===== src/qc_defs.vh =====
// Constants for the dual quadrature up/down counter block.
// Assumes a single 10 MHz clock and an AXI4-Lite register port.
//
// How it works
// With gating set the enable input is obeyed; else it is ignored.
// Two independent counters step every clock, not per program scan.
// Counter one takes inputs 1 and 2; counter two takes inputs 3 and 4.
// Both rising and falling edges of both channels are examined.
// The encoder supplies 1:1 square waves with B a quarter period from A.
// A edge then matching B edge adds one, on rising and falling pairs.
// When B leads A each edge pair subtracts one; value shown on output.
// A load pulse copies the preset into the count; flags follow at once.
// While clear is high the count is zero and the zero flag set.
// High-limit flag is set while count is at or above the upper threshold; reset clears it until the first edge after release.
// Low-limit flag is set while count is at or below the lower threshold; reset clears it until the first edge after release.
// Zero flag is set exactly when the count equals zero; reset clears it until the first edge after release.
// Range flag marks a count step that would leave the 32-bit range.
// Retained counts sit in four bytes kept over stop and power loss.
// A retained counter restarting in run resumes from the kept value.
// Count, thresholds and preset are signed 32-bit values.
// On overflow the range flag pulses one cycle and the count holds.
// With the enable honoured, high activates counting and low stops it.
// Both channels pass two-stage synchronisers before edge detection.
// Clear wins over load when both are active in one cycle.
`ifndef QC_DEFS_VH
`define QC_DEFS_VH

// ----------
// Register map, word codes and byte addresses
// ----------
`define QC_AW            8
`define QC_BANK_BIT      5
`define QC_OFS_CTRL      3'h0
`define QC_OFS_UPPER     3'h1
`define QC_OFS_LOWER     3'h2
`define QC_OFS_PRESET    3'h3
`define QC_OFS_COUNT     3'h4
`define QC_OFS_STATUS    3'h5
`define QC_OFS_RUN       3'h6
`define QC_OFS_NONE      3'h7
`define QC_RUN_ADDR      8'h40

// ----------
// Field positions
// ----------
`define QC_CTRL_GATE     0
`define QC_CTRL_ENABLE   1
`define QC_CTRL_RETAIN   2
`define QC_CTRL_CLEAR    3
`define QC_CTRL_LOAD     4
`define QC_ST_HIGH       0
`define QC_ST_LOW        1
`define QC_ST_ZERO       2
`define QC_ST_RANGE      3

// ----------
// Reset values, count limits and bus answers
// ----------
`define QC_CTRL_RST      4'h0
`define QC_WORD_RST      32'h0000_0000
`define QC_COUNT_MAX     32'h7fff_ffff
`define QC_COUNT_MIN     32'h8000_0000
`define QC_RESP_OKAY     2'h0
`define QC_RESP_SLVERR   2'h2

`endif


===== src/qc_counter.v =====
// One quadrature up/down counter with limit flags and retention.
// Assumes raw encoder levels that are asynchronous to i_clk.
`timescale 1ns/10ps
`include "qc_defs.vh"

module qc_counter (
  input  wire        i_clk,
  input  wire        i_rst_b,
  input  wire        i_phase_a,
  input  wire        i_phase_b,
  input  wire        i_gate_en,
  input  wire        i_enable,
  input  wire        i_run,
  input  wire        i_retain,
  input  wire        i_clear,
  input  wire        i_load,
  input  wire [31:0] i_upper,
  input  wire [31:0] i_lower,
  input  wire [31:0] i_preset,
  output reg  [31:0] o_actual_count,
  output reg         o_high_limit_flag,
  output reg         o_low_limit_flag,
  output reg         o_zero_flag,
  output reg         o_range_exceeded_flag
);

  // ----------
  // Synchronisers and edge history
  // ----------
  reg  [1:0]  sync_a;
  reg  [1:0]  sync_b;
  reg         last_a;
  reg         last_b;
  reg         run_d;
  reg  [7:0]  nv_mem [0:3];
  reg  [31:0] next_count;
  reg         next_range;
  wire        edge_a = sync_a[1] ^ last_a;
  wire        edge_b = sync_b[1] ^ last_b;
  wire        active = i_gate_en ? i_enable : 1'b1;
  wire [31:0] nv_word = {nv_mem[3], nv_mem[2], nv_mem[1], nv_mem[0]};
  // A B edge that lands on A's level closes an A-first pair; an A edge
  // landing on B's level closes a B-first pair. Simultaneous edges carry
  // no direction and are dropped.
  wire        step_up = edge_b & ~edge_a & (sync_b[1] == sync_a[1]);
  wire        step_dn = edge_a & ~edge_b & (sync_a[1] == sync_b[1]);

  // The first stage feeds only the second stage.
  always @(posedge i_clk) begin
    if (!i_rst_b) begin
      sync_a <= 2'h0;
      sync_b <= 2'h0;
      last_a <= 1'b0;
      last_b <= 1'b0;
    end else begin
      sync_a <= {sync_a[0], i_phase_a};
      sync_b <= {sync_b[0], i_phase_b};
      last_a <= sync_a[1];
      last_b <= sync_b[1];
    end
  end

  // ----------
  // Next count
  // ----------
  // Clear first, then load, then the restart resume, then counting.
  always @* begin
    next_count = o_actual_count;
    next_range = 1'b0;
    if (i_clear) begin
      next_count = `QC_WORD_RST;
    end else if (i_load) begin
      next_count = i_preset;
    end else if (i_run && !run_d) begin
      next_count = i_retain ? nv_word : `QC_WORD_RST;
    end else if (i_run && active) begin
      if (step_up) begin
        if (o_actual_count == `QC_COUNT_MAX) begin
          next_range = 1'b1;
        end else begin
          next_count = o_actual_count + 32'h1;
        end
      end else if (step_dn) begin
        if (o_actual_count == `QC_COUNT_MIN) begin
          next_range = 1'b1;
        end else begin
          next_count = o_actual_count - 32'h1;
        end
      end
    end
  end

  // ----------
  // Count and flags
  // ----------
  // Flags come from the next value so they agree with the count in the
  // same cycle, including right after a load or clear.
  always @(posedge i_clk) begin
    if (!i_rst_b) begin
      o_actual_count        <= `QC_WORD_RST;
      o_high_limit_flag     <= 1'b0;
      o_low_limit_flag      <= 1'b0;
      o_zero_flag           <= 1'b0;
      o_range_exceeded_flag <= 1'b0;
      run_d                 <= 1'b0;
    end else begin
      run_d                 <= i_run;
      o_actual_count        <= next_count;
      o_high_limit_flag <= $signed(next_count) >= $signed(i_upper);
      o_low_limit_flag <= $signed(next_count) <= $signed(i_lower);
      o_zero_flag           <= (next_count == `QC_WORD_RST);
      o_range_exceeded_flag <= next_range;
    end
  end

  // The kept bytes model non-volatile storage, so reset leaves them alone.
  // They track the count while retained and running, so a stop or a power
  // loss finds the last value already stored.
  always @(posedge i_clk) begin
    if (i_retain && run_d) begin
      nv_mem[0] <= o_actual_count[7:0];
      nv_mem[1] <= o_actual_count[15:8];
      nv_mem[2] <= o_actual_count[23:16];
      nv_mem[3] <= o_actual_count[31:24];
    end
  end

endmodule


===== src/qc_top.v =====
// Dual quadrature counter with an AXI4-Lite register port.
// Assumes one 10 MHz clock, synchronous active-low reset and a master that
// keeps one write and one read outstanding at most.
`timescale 1ns/10ps
`include "qc_defs.vh"

module qc_top (
  input  wire                i_clk,
  input  wire                i_rst_b,
  input  wire                i_encoder1_phase_a_in,
  input  wire                i_encoder1_phase_b_in,
  input  wire                i_encoder2_phase_a_in,
  input  wire                i_encoder2_phase_b_in,
  input  wire [`QC_AW-1:0]   i_s_axi_awaddr,
  input  wire                i_s_axi_awvalid,
  output reg                 o_s_axi_awready,
  input  wire [31:0]         i_s_axi_wdata,
  input  wire [3:0]          i_s_axi_wstrb,
  input  wire                i_s_axi_wvalid,
  output reg                 o_s_axi_wready,
  output reg  [1:0]          o_s_axi_bresp,
  output reg                 o_s_axi_bvalid,
  input  wire                i_s_axi_bready,
  input  wire [`QC_AW-1:0]   i_s_axi_araddr,
  input  wire                i_s_axi_arvalid,
  output reg                 o_s_axi_arready,
  output reg  [31:0]         o_s_axi_rdata,
  output reg  [1:0]          o_s_axi_rresp,
  output reg                 o_s_axi_rvalid,
  input  wire                i_s_axi_rready,
  output wire [31:0]         o_actual_count1,
  output wire [31:0]         o_actual_count2,
  output wire [1:0]          o_high_limit_flag,
  output wire [1:0]          o_low_limit_flag,
  output wire [1:0]          o_zero_flag,
  output wire [1:0]          o_range_exceeded_flag
);

  // --------------------------------------------------------------------
  // Helpers
  // --------------------------------------------------------------------
  // Maps a byte address to a register code within a counter bank.
  function [2:0] qc_decode;
    input [`QC_AW-1:0] addr;
    begin
      if (addr[1:0] != 2'h0) begin
        qc_decode = `QC_OFS_NONE;
      end else if (addr == `QC_RUN_ADDR) begin
        qc_decode = `QC_OFS_RUN;
      end else if (addr[7:6] != 2'h0 || addr[4:2] > `QC_OFS_STATUS) begin
        qc_decode = `QC_OFS_NONE;
      end else begin
        qc_decode = addr[4:2];
      end
    end
  endfunction

  // Applies byte enables to a stored word.
  function [31:0] qc_merge;
    input [31:0] old;
    input [31:0] data;
    input [3:0]  strb;
    integer      k;
    begin
      qc_merge = old;
      for (k = 0; k < 4; k = k + 1) begin
        if (strb[k]) begin
          qc_merge[8*k +: 8] = data[8*k +: 8];
        end
      end
    end
  endfunction

  // --------------------------------------------------------------------
  // Register state
  // --------------------------------------------------------------------
  reg  [3:0]  ctrl      [0:1];
  reg  [31:0] upper     [0:1];
  reg  [31:0] lower     [0:1];
  reg  [31:0] preset    [0:1];
  reg  [1:0]  load_pulse;
  reg  [1:0]  range_seen;
  reg         run_mode;
  wire [31:0] count_w   [0:1];
  wire [1:0]  phase_a = {i_encoder2_phase_a_in, i_encoder1_phase_a_in};
  wire [1:0]  phase_b = {i_encoder2_phase_b_in, i_encoder1_phase_b_in};

  wire        wr_take = i_s_axi_awvalid & i_s_axi_wvalid & ~o_s_axi_bvalid
                        & ~o_s_axi_awready;
  wire        wr_fire = o_s_axi_awready;
  reg  [`QC_AW-1:0] wr_addr;
  reg  [31:0] wr_data;
  reg  [3:0]  wr_strb;
  wire [2:0]  wr_code = qc_decode(wr_addr);
  wire        wr_bank = wr_addr[`QC_BANK_BIT];
  wire        rd_take = i_s_axi_arvalid & ~o_s_axi_rvalid & ~o_s_axi_arready;
  wire [2:0]  rd_code = qc_decode(i_s_axi_araddr);
  wire        rd_bank = i_s_axi_araddr[`QC_BANK_BIT];
  wire [31:0] wr_word = qc_merge(wr_addr[`QC_BANK_BIT] ? preset[1] : preset[0],
                                 wr_data, wr_strb);

  // --------------------------------------------------------------------
  // Counters
  // --------------------------------------------------------------------
  // Each counter is wired to its own fixed pair of encoder inputs.
  genvar g;
  generate
    for (g = 0; g < 2; g = g + 1) begin : cnt
      qc_counter u_cnt (
        .i_clk                 (i_clk),
        .i_rst_b               (i_rst_b),
        .i_phase_a             (phase_a[g]),
        .i_phase_b             (phase_b[g]),
        .i_gate_en             (ctrl[g][`QC_CTRL_GATE]),
        .i_enable              (ctrl[g][`QC_CTRL_ENABLE]),
        .i_run                 (run_mode),
        .i_retain              (ctrl[g][`QC_CTRL_RETAIN]),
        .i_clear               (ctrl[g][`QC_CTRL_CLEAR]),
        .i_load                (load_pulse[g]),
        .i_upper               (upper[g]),
        .i_lower               (lower[g]),
        .i_preset              (preset[g]),
        .o_actual_count        (count_w[g]),
        .o_high_limit_flag     (o_high_limit_flag[g]),
        .o_low_limit_flag      (o_low_limit_flag[g]),
        .o_zero_flag           (o_zero_flag[g]),
        .o_range_exceeded_flag (o_range_exceeded_flag[g])
      );
    end
  endgenerate

  assign o_actual_count1 = count_w[0];
  assign o_actual_count2 = count_w[1];

  // --------------------------------------------------------------------
  // Write channel
  // --------------------------------------------------------------------
  // Address and data are taken together in one cycle; the write lands on
  // the following edge and the response rises with it.
  always @(posedge i_clk) begin
    if (!i_rst_b) begin
      o_s_axi_awready <= 1'b0;
      o_s_axi_wready  <= 1'b0;
      o_s_axi_bvalid  <= 1'b0;
      o_s_axi_bresp   <= `QC_RESP_OKAY;
      wr_addr         <= {`QC_AW{1'b0}};
      wr_data         <= `QC_WORD_RST;
      wr_strb         <= 4'h0;
    end else begin
      o_s_axi_awready <= wr_take;
      o_s_axi_wready  <= wr_take;
      if (wr_take) begin
        wr_addr <= i_s_axi_awaddr;
        wr_data <= i_s_axi_wdata;
        wr_strb <= i_s_axi_wstrb;
      end
      if (wr_fire) begin
        o_s_axi_bvalid <= 1'b1;
        o_s_axi_bresp  <= (wr_code == `QC_OFS_NONE) ? `QC_RESP_SLVERR
                                                   : `QC_RESP_OKAY;
      end else if (i_s_axi_bready) begin
        o_s_axi_bvalid <= 1'b0;
      end
    end
  end

  // Register updates from software, plus the sticky range record.
  // A range event in the same cycle as its clear keeps the bit set.
  integer i;
  always @(posedge i_clk) begin
    if (!i_rst_b) begin
      run_mode   <= 1'b0;
      load_pulse <= 2'h0;
      range_seen <= 2'h0;
      for (i = 0; i < 2; i = i + 1) begin
        ctrl[i]   <= `QC_CTRL_RST;
        upper[i]  <= `QC_WORD_RST;
        lower[i]  <= `QC_WORD_RST;
        preset[i] <= `QC_WORD_RST;
      end
    end else begin
      load_pulse <= 2'h0;
      if (wr_fire) begin
        case (wr_code)
          `QC_OFS_CTRL: begin
            if (wr_strb[0]) begin
              ctrl[wr_bank] <= wr_data[3:0];
              load_pulse[wr_bank] <= wr_data[`QC_CTRL_LOAD];
            end
          end
          `QC_OFS_UPPER: begin
            upper[wr_bank] <= qc_merge(upper[wr_bank], wr_data, wr_strb);
          end
          `QC_OFS_LOWER: begin
            lower[wr_bank] <= qc_merge(lower[wr_bank], wr_data, wr_strb);
          end
          `QC_OFS_PRESET: begin
            preset[wr_bank] <= wr_word;
          end
          `QC_OFS_STATUS: begin
            if (wr_strb[0] && wr_data[`QC_ST_RANGE]) begin
              range_seen[wr_bank] <= 1'b0;
            end
          end
          `QC_OFS_RUN: begin
            if (wr_strb[0]) begin
              run_mode <= wr_data[0];
            end
          end
          default: begin
            run_mode <= run_mode;
          end
        endcase
      end
      for (i = 0; i < 2; i = i + 1) begin
        if (o_range_exceeded_flag[i]) begin
          range_seen[i] <= 1'b1;
        end
      end
    end
  end

  // --------------------------------------------------------------------
  // Read channel
  // --------------------------------------------------------------------
  // Data is captured with arready, so rvalid rises one edge later.
  always @(posedge i_clk) begin
    if (!i_rst_b) begin
      o_s_axi_arready <= 1'b0;
      o_s_axi_rvalid  <= 1'b0;
      o_s_axi_rdata   <= `QC_WORD_RST;
      o_s_axi_rresp   <= `QC_RESP_OKAY;
    end else begin
      o_s_axi_arready <= rd_take;
      if (rd_take) begin
        o_s_axi_rresp <= `QC_RESP_OKAY;
        case (rd_code)
          `QC_OFS_CTRL:   o_s_axi_rdata <= {28'h0, ctrl[rd_bank]};
          `QC_OFS_UPPER:  o_s_axi_rdata <= upper[rd_bank];
          `QC_OFS_LOWER:  o_s_axi_rdata <= lower[rd_bank];
          `QC_OFS_PRESET: o_s_axi_rdata <= preset[rd_bank];
          `QC_OFS_COUNT:  o_s_axi_rdata <= count_w[rd_bank];
          `QC_OFS_STATUS: o_s_axi_rdata <= {28'h0, range_seen[rd_bank],
                                            o_zero_flag[rd_bank],
                                            o_low_limit_flag[rd_bank],
                                            o_high_limit_flag[rd_bank]};
          `QC_OFS_RUN:    o_s_axi_rdata <= {31'h0, run_mode};
          default: begin
            o_s_axi_rdata <= `QC_WORD_RST;
            o_s_axi_rresp <= `QC_RESP_SLVERR;
          end
        endcase
      end
      if (o_s_axi_arready) begin
        o_s_axi_rvalid <= 1'b1;
      end else if (i_s_axi_rready) begin
        o_s_axi_rvalid <= 1'b0;
      end
    end
  end

endmodule


===== config.mk =====
export PLATFORM = sky130hd
export DESIGN_NAME = qc_top
export DESIGN_NICKNAME = d
export VERILOG_FILES = /design/src/qc_counter.v /design/src/qc_top.v
export VERILOG_INCLUDE_DIRS = /design/src /design/src/src
export SDC_FILE = /design/constraint.sdc
export NUM_CORES = 1
export LEC_CHECK = 0
export BUFFER_PORTS_ARGS = -buffer_cell sky130_fd_sc_hd__buf_2
export CAP_MARGIN = 20
export CORE_ASPECT_RATIO = 1.5
export CORE_MARGIN = 5
export CORE_UTILIZATION = 30
export CTS_BUF_LIST = sky130_fd_sc_hd__clkbuf_16
export DETAILED_ROUTE_END_ITERATION = 10
export PLACE_DENSITY_LB_ADDON = 0.3
export SLEW_MARGIN = 20
export SYNTH_ARGS = -nofsm -noshare
export SYNTH_HDL_FRONTEND = slang
export SYNTH_SLANG_ARGS = --single-unit

===== constraint.sdc =====
create_clock -name i_clk -period 5.3 [get_ports i_clk]
set_input_delay 1.325 -clock i_clk [delete_from_list [all_inputs] [get_ports i_clk]]
set_output_delay 1.325 -clock i_clk [all_outputs]
set_load 0.005 [all_outputs]

==> out/results.ini, run 1 <==
[drt]
drc_violation_count_after_routing = 0
routedLengthMet1_um = 45800
detailroute.wirelength.met3_um = 8090
drt-pass1-iter-count = 7
route.detailed.wl_per_inst_um = 28.0
drt_iter0_markers = 2438
avgViaCountPerCell = 5.67
dr_wl_met2_um = 55300
postRouteAntennaNets = 0
num_vias = 23600
detail_route.wirelength_um = 117000
topRoutingLayerUsed = met5

[placement]
port_buffers = 173
place.gp.congestion = 0.955
place_ws_ns = 0.386
placed_insts = 4078
place_hpwl_um = 90200
detailed_place.area_um2 = 28700

[clocking]
post_cts_buffers = 0
cts_buffer_depth = 3
cts_buffers = 48
cts.clk_slew.worst_paths_ns = 0.06
number_of_h_tree_levels = 2
cts_tree = built
cts_root_buf = sky130_fd_sc_hd__clkbuf_16
insertion_delay_ns = 0.65
cts.sink_count = 436

[power]
power.density_nw_per_um2 = 258
switching_power_uw = 2040
power_frac_clock = 0.455
switch_share = 0.260
combPwrFrac = 0.063
standby_leakage_power_uw = 0.0129
cell_internal_pwr_uw = 5800
ir_worst_vdd_mv = 0.243
pwr-share-seq = 0.482

[sta]
setup_viol = 0
max_slew_headroom_at_the_worst_pin = 0.208
setup_ws_ns = 0.424
fmax_mhz = 205
finalHoldViolCount = 0
totalNegativeSetupSlack_ns = 0
worst_clock_skew_ns = 0.0396
grt_setup_unrepaired = false
timing_max_transition_violations_final = 0
finalCritPeriodShare = 0.920
worst_slew_pin_slew_ns = 1.17
period_needed_ns = 4.88

[synth]
synthFlopType = sky130_fd_sc_hd__edfxtp_1
yosysWarnings = 0
post_synth_most_frequent_cells = 264 x sky130_fd_sc_hd__edfxtp_1, 260 x sky130_fd_sc_hd__nor2_1, 211 x sky130_fd_sc_hd__nand2_1
area_fraction_of_the_dominant_cell_type_after_synthesis = 0.307
synth_most_common_cell = sky130_fd_sc_hd__edfxtp_1
synth_seq_cells = 436
synth_cell_type_count = 91
synth.largest_area_cell = sky130_fd_sc_hd__edfxtp_1
syn-mean-instance-area_um2 = 9.22
postSynthCellCount = 2804
synth.cell_area_um2 = 25800
async_flop_share = 0
synth_top_cells_by_area = sky130_fd_sc_hd__edfxtp_1 31%, sky130_fd_sc_hd__dfxtp_1 13%, sky130_fd_sc_hd__ha_1 6.4%
sequential_element_share_of_the_synthesized_area = 0.440
synth_edf_count = 264

[worst_setup_path]
critPathCapture = cnt[1].u_cnt.o_high_limit_flag$_SDFF_PN0_
r2r-end = cnt[1].u_cnt.o_high_limit_flag$_SDFF_PN0_
critical-path-top-cell-by-count = sky130_fd_sc_hd__a21o_1
criticalPathCategory = reg -> reg
reg_to_reg_setup_timing_slack_ns = 0.42
worstRegToRegCells = 19
timing.critical_path.cells = or4b_2 > a2111oi_1 > o21ai_0 > a2111oi_0 > buf_4 > xor2_1 > o211a_1 > o21bai_1 > ha_1 > a21o_1 > a21o_1 > a21o_1 > a21o_1 > a21o_1 > a21oi_1 > nor2_1 > a211oi_1 > nor2_1 > a211oi_1
worst-endpoint-arrival_ns = 5.41
critical-path-max-stage-delay_ns = 0.76
worstSetupStartpoint = cnt[1].u_cnt.sync_a[1]$_SDFF_PN0_
path_max_fanout = 7
worst_setup_path_start_kind = flop
cp-end-kind = flop
rr_startpoint = cnt[1].u_cnt.sync_a[1]$_SDFF_PN0_
critPathRequiredTime_ns = 5.84
crit_path_top_delay_cell = sky130_fd_sc_hd__or4b_2

[global_routing]
grt_pass1_wl_um = 165000
globalRouteTotalUtil = 0.241
overflow = 0
antenna_found_initial = 6
vias_in_the_first_global_route = 22800
grt_start_max_net_pins = 66

[die]
design.core.area_um2 = 85900
die_area_um2 = 92300
ioPinCount = 176
rows = 132
die_height_um = 370
start_util = 0.301
chipWidth_um = 250

[finish]
layout_cell_share_with_drive_strength_beyond_1 = 0.158
insertedDiodeCount = 0
syn_to_final_growth_pct = 17.3
finish.instance_area_um2 = 30300
finish.utilization = 0.353
final-instance-count-excl-fill = 4167
num-nets-final = 3185
layout.filler_cells = 8978

[status]
outcome = finished, final reports clean

[min_path]
min_path_type = reg -> reg

[flow_run]
maxCapViolations = 0

-- placed cells by master, fill, tap and decap left out, types with 49 or more instances in the layout --
master | netlist | final
sky130_fd_sc_hd__nand2_1 | 211 | 211
sky130_fd_sc_hd__a21oi_1 | 196 | 196
sky130_fd_sc_hd__nor2_1 | 260 | 259
sky130_fd_sc_hd__nor4_1 | 51 | 49
sky130_fd_sc_hd__o21ai_0 | 100 | 100
sky130_fd_sc_hd__mux2i_1 | 100 | 100
sky130_fd_sc_hd__ha_1 | 133 | 133
sky130_fd_sc_hd__and2_1 | 57 | 57
sky130_fd_sc_hd__buf_4 | 11 | 181
sky130_fd_sc_hd__nand3_1 | 59 | 57
sky130_fd_sc_hd__edfxtp_1 | 264 | 264
sky130_fd_sc_hd__inv_1 | 159 | 162
sky130_fd_sc_hd__nand4_1 | 57 | 57
sky130_fd_sc_hd__nor3_1 | 61 | 57
sky130_fd_sc_hd__and3_1 | 161 | 161
sky130_fd_sc_hd__dfxtp_1 | 172 | 171
sky130_fd_sc_hd__buf_2 | 3 | 172
-- kinds of logic (layout without fill, tap and decap cells) --
logic type               Yosys count  after routing  synth area share
AO/OA/AOI/OAI                    639            639             0.168
XOR/XNOR                          45             45            0.0152
adder cells (fa/ha/maj)          133            133            0.0644
buffers and inverters            382            605            0.0578
flip-flops                       436            436             0.440
multiplexers                     105            105            0.0418
other                              1              2          0.000145
AND/OR/NAND/NOR                 1063           1063             0.212
-- worst max-delay path: cells and delay by family, from the launching register on --
kind                     cells  cell delay [ns]
flip-flops                   1             0.36
XOR/XNOR                     1             0.07
AND/OR/NAND/NOR              3             0.90
buffers and inverters        1             0.20
AO/OA/AOI/OAI               13             3.02
adder cells (fa/ha/maj)      1             0.25
-- registers in the layout, indices dropped and copies added (netlist names), 4 cells and up --
| register | cells |
|---|---|
| cnt.u_cnt.nv_mem | 64 |
| cnt.u_cnt.o_actual_count | 64 |
| lower | 64 |
| preset | 64 |
| upper | 64 |
| o_s_axi_rdata | 32 |
| wr_data | 32 |
| ctrl | 8 |
| wr_addr | 8 |
| cnt.u_cnt.sync_a | 4 |
| cnt.u_cnt.sync_b | 4 |
| wr_strb | 4 |
-- per-layer routing --
| layer | global-route usage | vias to the layer above |
|---|---|---|
| li1 | - | 10700 |
| met1 | 0.296 | 11500 |
| met2 | 0.406 | 1130 |
| met3 | 0.0375 | 244 |
| met4 | 0.129 | 4 |
| met5 | 0 | - |
-- metrics by stage --
step,hold slack (ns),power (µW)
after floorplan,0.412,4080
after global placement,0.439,4330
after detailed placement,0.422,4340
after CTS,0.445,7890
after global routing,0.462,8050
final,0.440,7830
-- how the worst min path moves through the flow --
stage                                      start                                end  slack [ns]  cells past startpoint
3_3_place_gp   cnt[0].u_cnt.sync_b[0]$_SDFF_PN0_  cnt[0].u_cnt.sync_b[1]$_SDFF_PN0_        0.44                      1
2_1_floorplan  cnt[0].u_cnt.sync_a[0]$_SDFF_PN0_  cnt[0].u_cnt.sync_a[1]$_SDFF_PN0_        0.41                      1
6_report       cnt[1].u_cnt.sync_a[0]$_SDFF_PN0_  cnt[1].u_cnt.sync_a[1]$_SDFF_PN0_        0.44                      1
5_1_grt        cnt[1].u_cnt.sync_a[0]$_SDFF_PN0_  cnt[1].u_cnt.sync_a[1]$_SDFF_PN0_        0.46                      1
3_5_place_dp   cnt[1].u_cnt.sync_a[0]$_SDFF_PN0_  cnt[1].u_cnt.sync_a[1]$_SDFF_PN0_        0.42                      1
4_1_cts        cnt[1].u_cnt.sync_a[0]$_SDFF_PN0_  cnt[1].u_cnt.sync_a[1]$_SDFF_PN0_        0.45                      1
-- timing repair --
item	CTS	global route
setup endpoints to repair	0	1
resized for setup	0	3
endpoints found under the hold margin	0	0
hold buffers	0	0
-- cell type report --
class,count,area [µm²],share of cell area
clock buffers,48,1200,0.0396
inverters,161,607,0.0200
clock inverters,41,427,0.0141
flip-flops and latches,436,11400,0.375
multi-input cells,1987,13000,0.430
repair buffers,355,2260,0.0745
well taps,1139,1430,0.0470
-- power groups by stage --
stage                     clock network (µW)  logic, µW  registers [µW]
final                                   3570        490            3780
after global routing                    3740        531            3780
after CTS                               3630        487            3780
after detailed placement                   0        486            3850
after global placement                     0        486            3850
after floorplan                            0        315            3770
Note: power is estimated with default switching activity, not from simulation.
==> inputs of run 2 (changes only) <==
- ABC_AREA: not set -> 1
==> run 2 against run 1 <==
Flip-flop and latch count unchanged. Non-clock buffer count down 104. First-iteration DRC count up 8.4%. Global-route usage up 0.25 points. Sequential power down 1%. Die area up 2.8%. Count of clock-buffer cells in the layout up 1. Critical path type unchanged. Via count up 9.6%. Synthesized area up 2.9%.
==> out/results.ini, run 2 <==
[synth]
synth_top_cells_by_area = sky130_fd_sc_hd__edfxtp_1 30%, sky130_fd_sc_hd__dfxtp_1 13%, sky130_fd_sc_hd__nand2_1 12%
sequential_element_share_of_the_synthesized_area = 0.427  ; -0.0125
async_flop_share = 0  ; unchanged
post_synth_most_frequent_cells = 874 x sky130_fd_sc_hd__nand2_1, 503 x sky130_fd_sc_hd__nor2_1, 479 x sky130_fd_sc_hd__inv_1
synth_most_common_cell = sky130_fd_sc_hd__nand2_1
postSynthCellCount = 3604  ; +29%
synth.cell_area_um2 = 26600  ; +2.9%
synth.largest_area_cell = sky130_fd_sc_hd__edfxtp_1
synth_seq_cells = 436  ; unchanged
yosysWarnings = 0  ; unchanged
synth_edf_count = 264  ; unchanged
area_fraction_of_the_dominant_cell_type_after_synthesis = 0.298  ; -0.00874
syn-mean-instance-area_um2 = 7.38  ; -20%
synth_cell_type_count = 55  ; -40%
synthFlopType = sky130_fd_sc_hd__edfxtp_1

[sta]
setup_ws_ns = 0.189  ; -0.234 ns
period_needed_ns = 5.11  ; +0.234 ns
grt_setup_unrepaired = false
timing_max_transition_violations_final = 0  ; unchanged
finalHoldViolCount = 0  ; unchanged
setup_viol = 0  ; unchanged
worst_clock_skew_ns = 0.0271  ; -0.0125 ns
max_slew_headroom_at_the_worst_pin = 0.282  ; +0.0741
worst_hold_slack_ns = 0.420  ; -0.0205 ns
finalCritPeriodShare = 0.964  ; +0.0442
worst_slew_pin_slew_ns = 1.08  ; -0.0962 ns
fmax_mhz = 196  ; -4.6%

[placement]
detailed_place.area_um2 = 28800  ; +0.26%
place.gp.congestion = 0.987  ; +3.4%
place_ws_ns = 0.299  ; -0.0870 ns
place_hpwl_um = 96100  ; +6.5%
port_buffers = 173  ; unchanged

[power]
power.total_uw = 7850  ; +0.14%
power.density_nw_per_um2 = 259  ; +0.14%
ir_worst_vdd_mv = 0.238  ; -1.9%
standby_leakage_power_uw = 0.0140  ; +9.0%

[flow_run]
maxCapViolations = 0  ; unchanged

[clocking]
cts_buffers = 46  ; -4.2%
number_of_h_tree_levels = 2  ; unchanged
cts_root_buf = sky130_fd_sc_hd__clkbuf_16
cts_repair_resize_count = 0  ; unchanged
cts_buffer_depth = 3  ; unchanged
cts.sink_count = 436  ; unchanged
cts_tree = built
insertion_delay_ns = 0.62  ; -0.03 ns
cts.clk_slew.worst_paths_ns = 0.07  ; about the same
postCtsHoldBufs = 0  ; unchanged
post_cts_buffers = 0  ; unchanged

[die]
chipWidth_um = 253  ; +1.4%
design.core.area_um2 = 87900  ; +2.3%
start_util = 0.303  ; +0.00184
die_area_um2 = 94900  ; +2.8%
die_height_um = 375  ; +1.4%
rows = 133  ; +0.76%
ioPinCount = 176  ; unchanged

[drt]
drt_iter0_markers = 2642  ; +8.4%
postRouteAntennaNets = 0  ; unchanged
num_vias = 25900  ; +9.6%
route.detailed.wl_per_inst_um = 24.4  ; -13%
drt-pass1-iter-count = 7  ; unchanged
detail_route.wirelength_um = 120000  ; +3.1%
avgViaCountPerCell = 5.25  ; -7.4%
drc_violation_count_after_routing = 0  ; unchanged

[worst_setup_path]
timing.critical_path.cells = ha_1 > nand2_1 > nor2_1 > nand2_2 > nor2_4 > nand4_1 > nand2_1 > nor2_1 > nand3_1 > xor2_1 > a21o_1 > a21oi_1 > ha_1 > nand2_1 > nor2_1 > nand4_1 > nor4_2 > o21ai_0 > o211ai_1 > xnor2_1 > nand2_1 > nand2_1 > inv_1
critPathRequiredTime_ns = 5.81  ; -0.03 ns
path_max_fanout = 7  ; unchanged
crit_path_top_delay_cell = sky130_fd_sc_hd__nor4_2
cp-end-kind = flop
worst-endpoint-arrival_ns = 5.62  ; +0.21 ns
critical-path-max-stage-delay_ns = 0.65  ; -0.11 ns
criticalPathCategory = reg -> reg
worst_setup_path_start_kind = flop
critical-path-top-cell-by-count = sky130_fd_sc_hd__nand2_1

[finish]
layout.cells.most_common_list = 873 x sky130_fd_sc_hd__nand2_1, 502 x sky130_fd_sc_hd__nor2_1, 487 x sky130_fd_sc_hd__inv_1
layout.filler_cells = 9465  ; +5.4%
layout_cell_share_with_drive_strength_beyond_1 = 0.103  ; -0.0548
finish.instance_area_um2 = 30300  ; about the same
layout_commonest_cell = sky130_fd_sc_hd__nand2_1
syn_to_final_growth_pct = 14.0
num-nets-final = 3943  ; +24%

[min_path]
min_path_type = reg -> reg

[global_routing]
antenna_found_initial = 3  ; -3
overflow = 0  ; unchanged
globalRouteTotalUtil = 0.243  ; +0.00252
grt_pass1_wl_um = 172000  ; +4.2%
vias_in_the_first_global_route = 25300  ; +11%
grt_start_max_net_pins = 88  ; +33%

[status]
outcome = finished, final reports clean

-- run 2: report_power, final --
| part | internal (µW) | total (µW) | switching, µW |
|---|---|---|---|
| Clock | 1930 | 3440 | 1510 |
| Combinational | 159 | 671 | 511 |
| Sequential | 3670 | 3730 | 67.3 |
-- run 2: worst max-delay path: cells and delay by family (launching register included) --
kind	cells	cell delay (ns)
XOR/XNOR	2	0.21
buffers and inverters	1	0.04
AND/OR/NAND/NOR	14	2.53
AO/OA/AOI/OAI	4	1.17
flip-flops	1	0.51
adder cells (fa/ha/maj)	2	0.52
-- run 2: kinds of logic (layout without fill, tap and decap cells) --
| logic type | count (synthesis) | in the layout | share of synthesized area |
|---|---|---|---|
| AND/OR/NAND/NOR | 1702 | 1702 | 0.267 |
| AO/OA/AOI/OAI | 661 | 661 | 0.137 |
| buffers and inverters | 649 | 829 | 0.0988 |
| flip-flops | 436 | 436 | 0.427 |
| adder cells (fa/ha/maj) | 133 | 133 | 0.0625 |
| XOR/XNOR | 21 | 21 | 0.00719 |
| other | 1 | 3 | 0.000141 |
| multiplexers | 1 | 1 | 0.000376 |
-- run 2: per-layer routing --
metal / vias up / GRT usage / share of wire
met1: 12200 / 0.289 / 0.38
met3: 303 / 0.0373 / 0.067
met2: 1157 / 0.410 / 0.48
li1: 12200 / - / -
met4: 2 / 0.151 / 0.077
met5: - / 0 / 0.00011
-- run 2: worst paths after layout --
path | start | endpoint | slack (ns) | cells after the start
min | cnt[0].u_cnt.sync_a[0]$_SDFF_PN0_ | cnt[0].u_cnt.sync_a[1]$_SDFF_PN0_ | 0.42 | 2
min reg2reg | cnt[0].u_cnt.sync_a[0]$_SDFF_PN0_ | cnt[0].u_cnt.sync_a[1]$_SDFF_PN0_ | 0.42 | 2
max reg2reg | cnt[0].u_cnt.o_actual_count[1]$_SDFF_PN0_ | cnt[0].u_cnt.o_low_limit_flag$_SDFF_PN0_ | 0.19 | 23
max | cnt[0].u_cnt.o_actual_count[1]$_SDFF_PN0_ | cnt[0].u_cnt.o_low_limit_flag$_SDFF_PN0_ | 0.19 | 23
-- run 2: per-stage QoR --
stage / instances / utilization / TNS [ns]
after global placement: 4846 / 0.327 / -0.146
after CTS: 4932 / 0.345 / 0
after detailed placement: 4846 / 0.327 / 0
final: 4933 / 0.345 / 0
after floorplan: 3605 / - / 0
after global routing: 4932 / 0.345 / 0
-- run 2: layout make-up --
| class | count | area (µm²) | area share |
|---|---|---|---|
| Timing Repair Buffer | 251 | 1480 | 0.0488 |
| Inverter | 492 | 1850 | 0.0609 |
| Tap cell | 1147 | 1440 | 0.0473 |
| Clock buffer | 49 | 1230 | 0.0404 |
| Multi-Input combinational cell | 2520 | 12600 | 0.417 |
| Clock inverter | 37 | 335 | 0.0111 |
| Antenna cell | 1 | 2.50 | 0.0000825 |
| Sequential cell | 436 | 11400 | 0.375 |
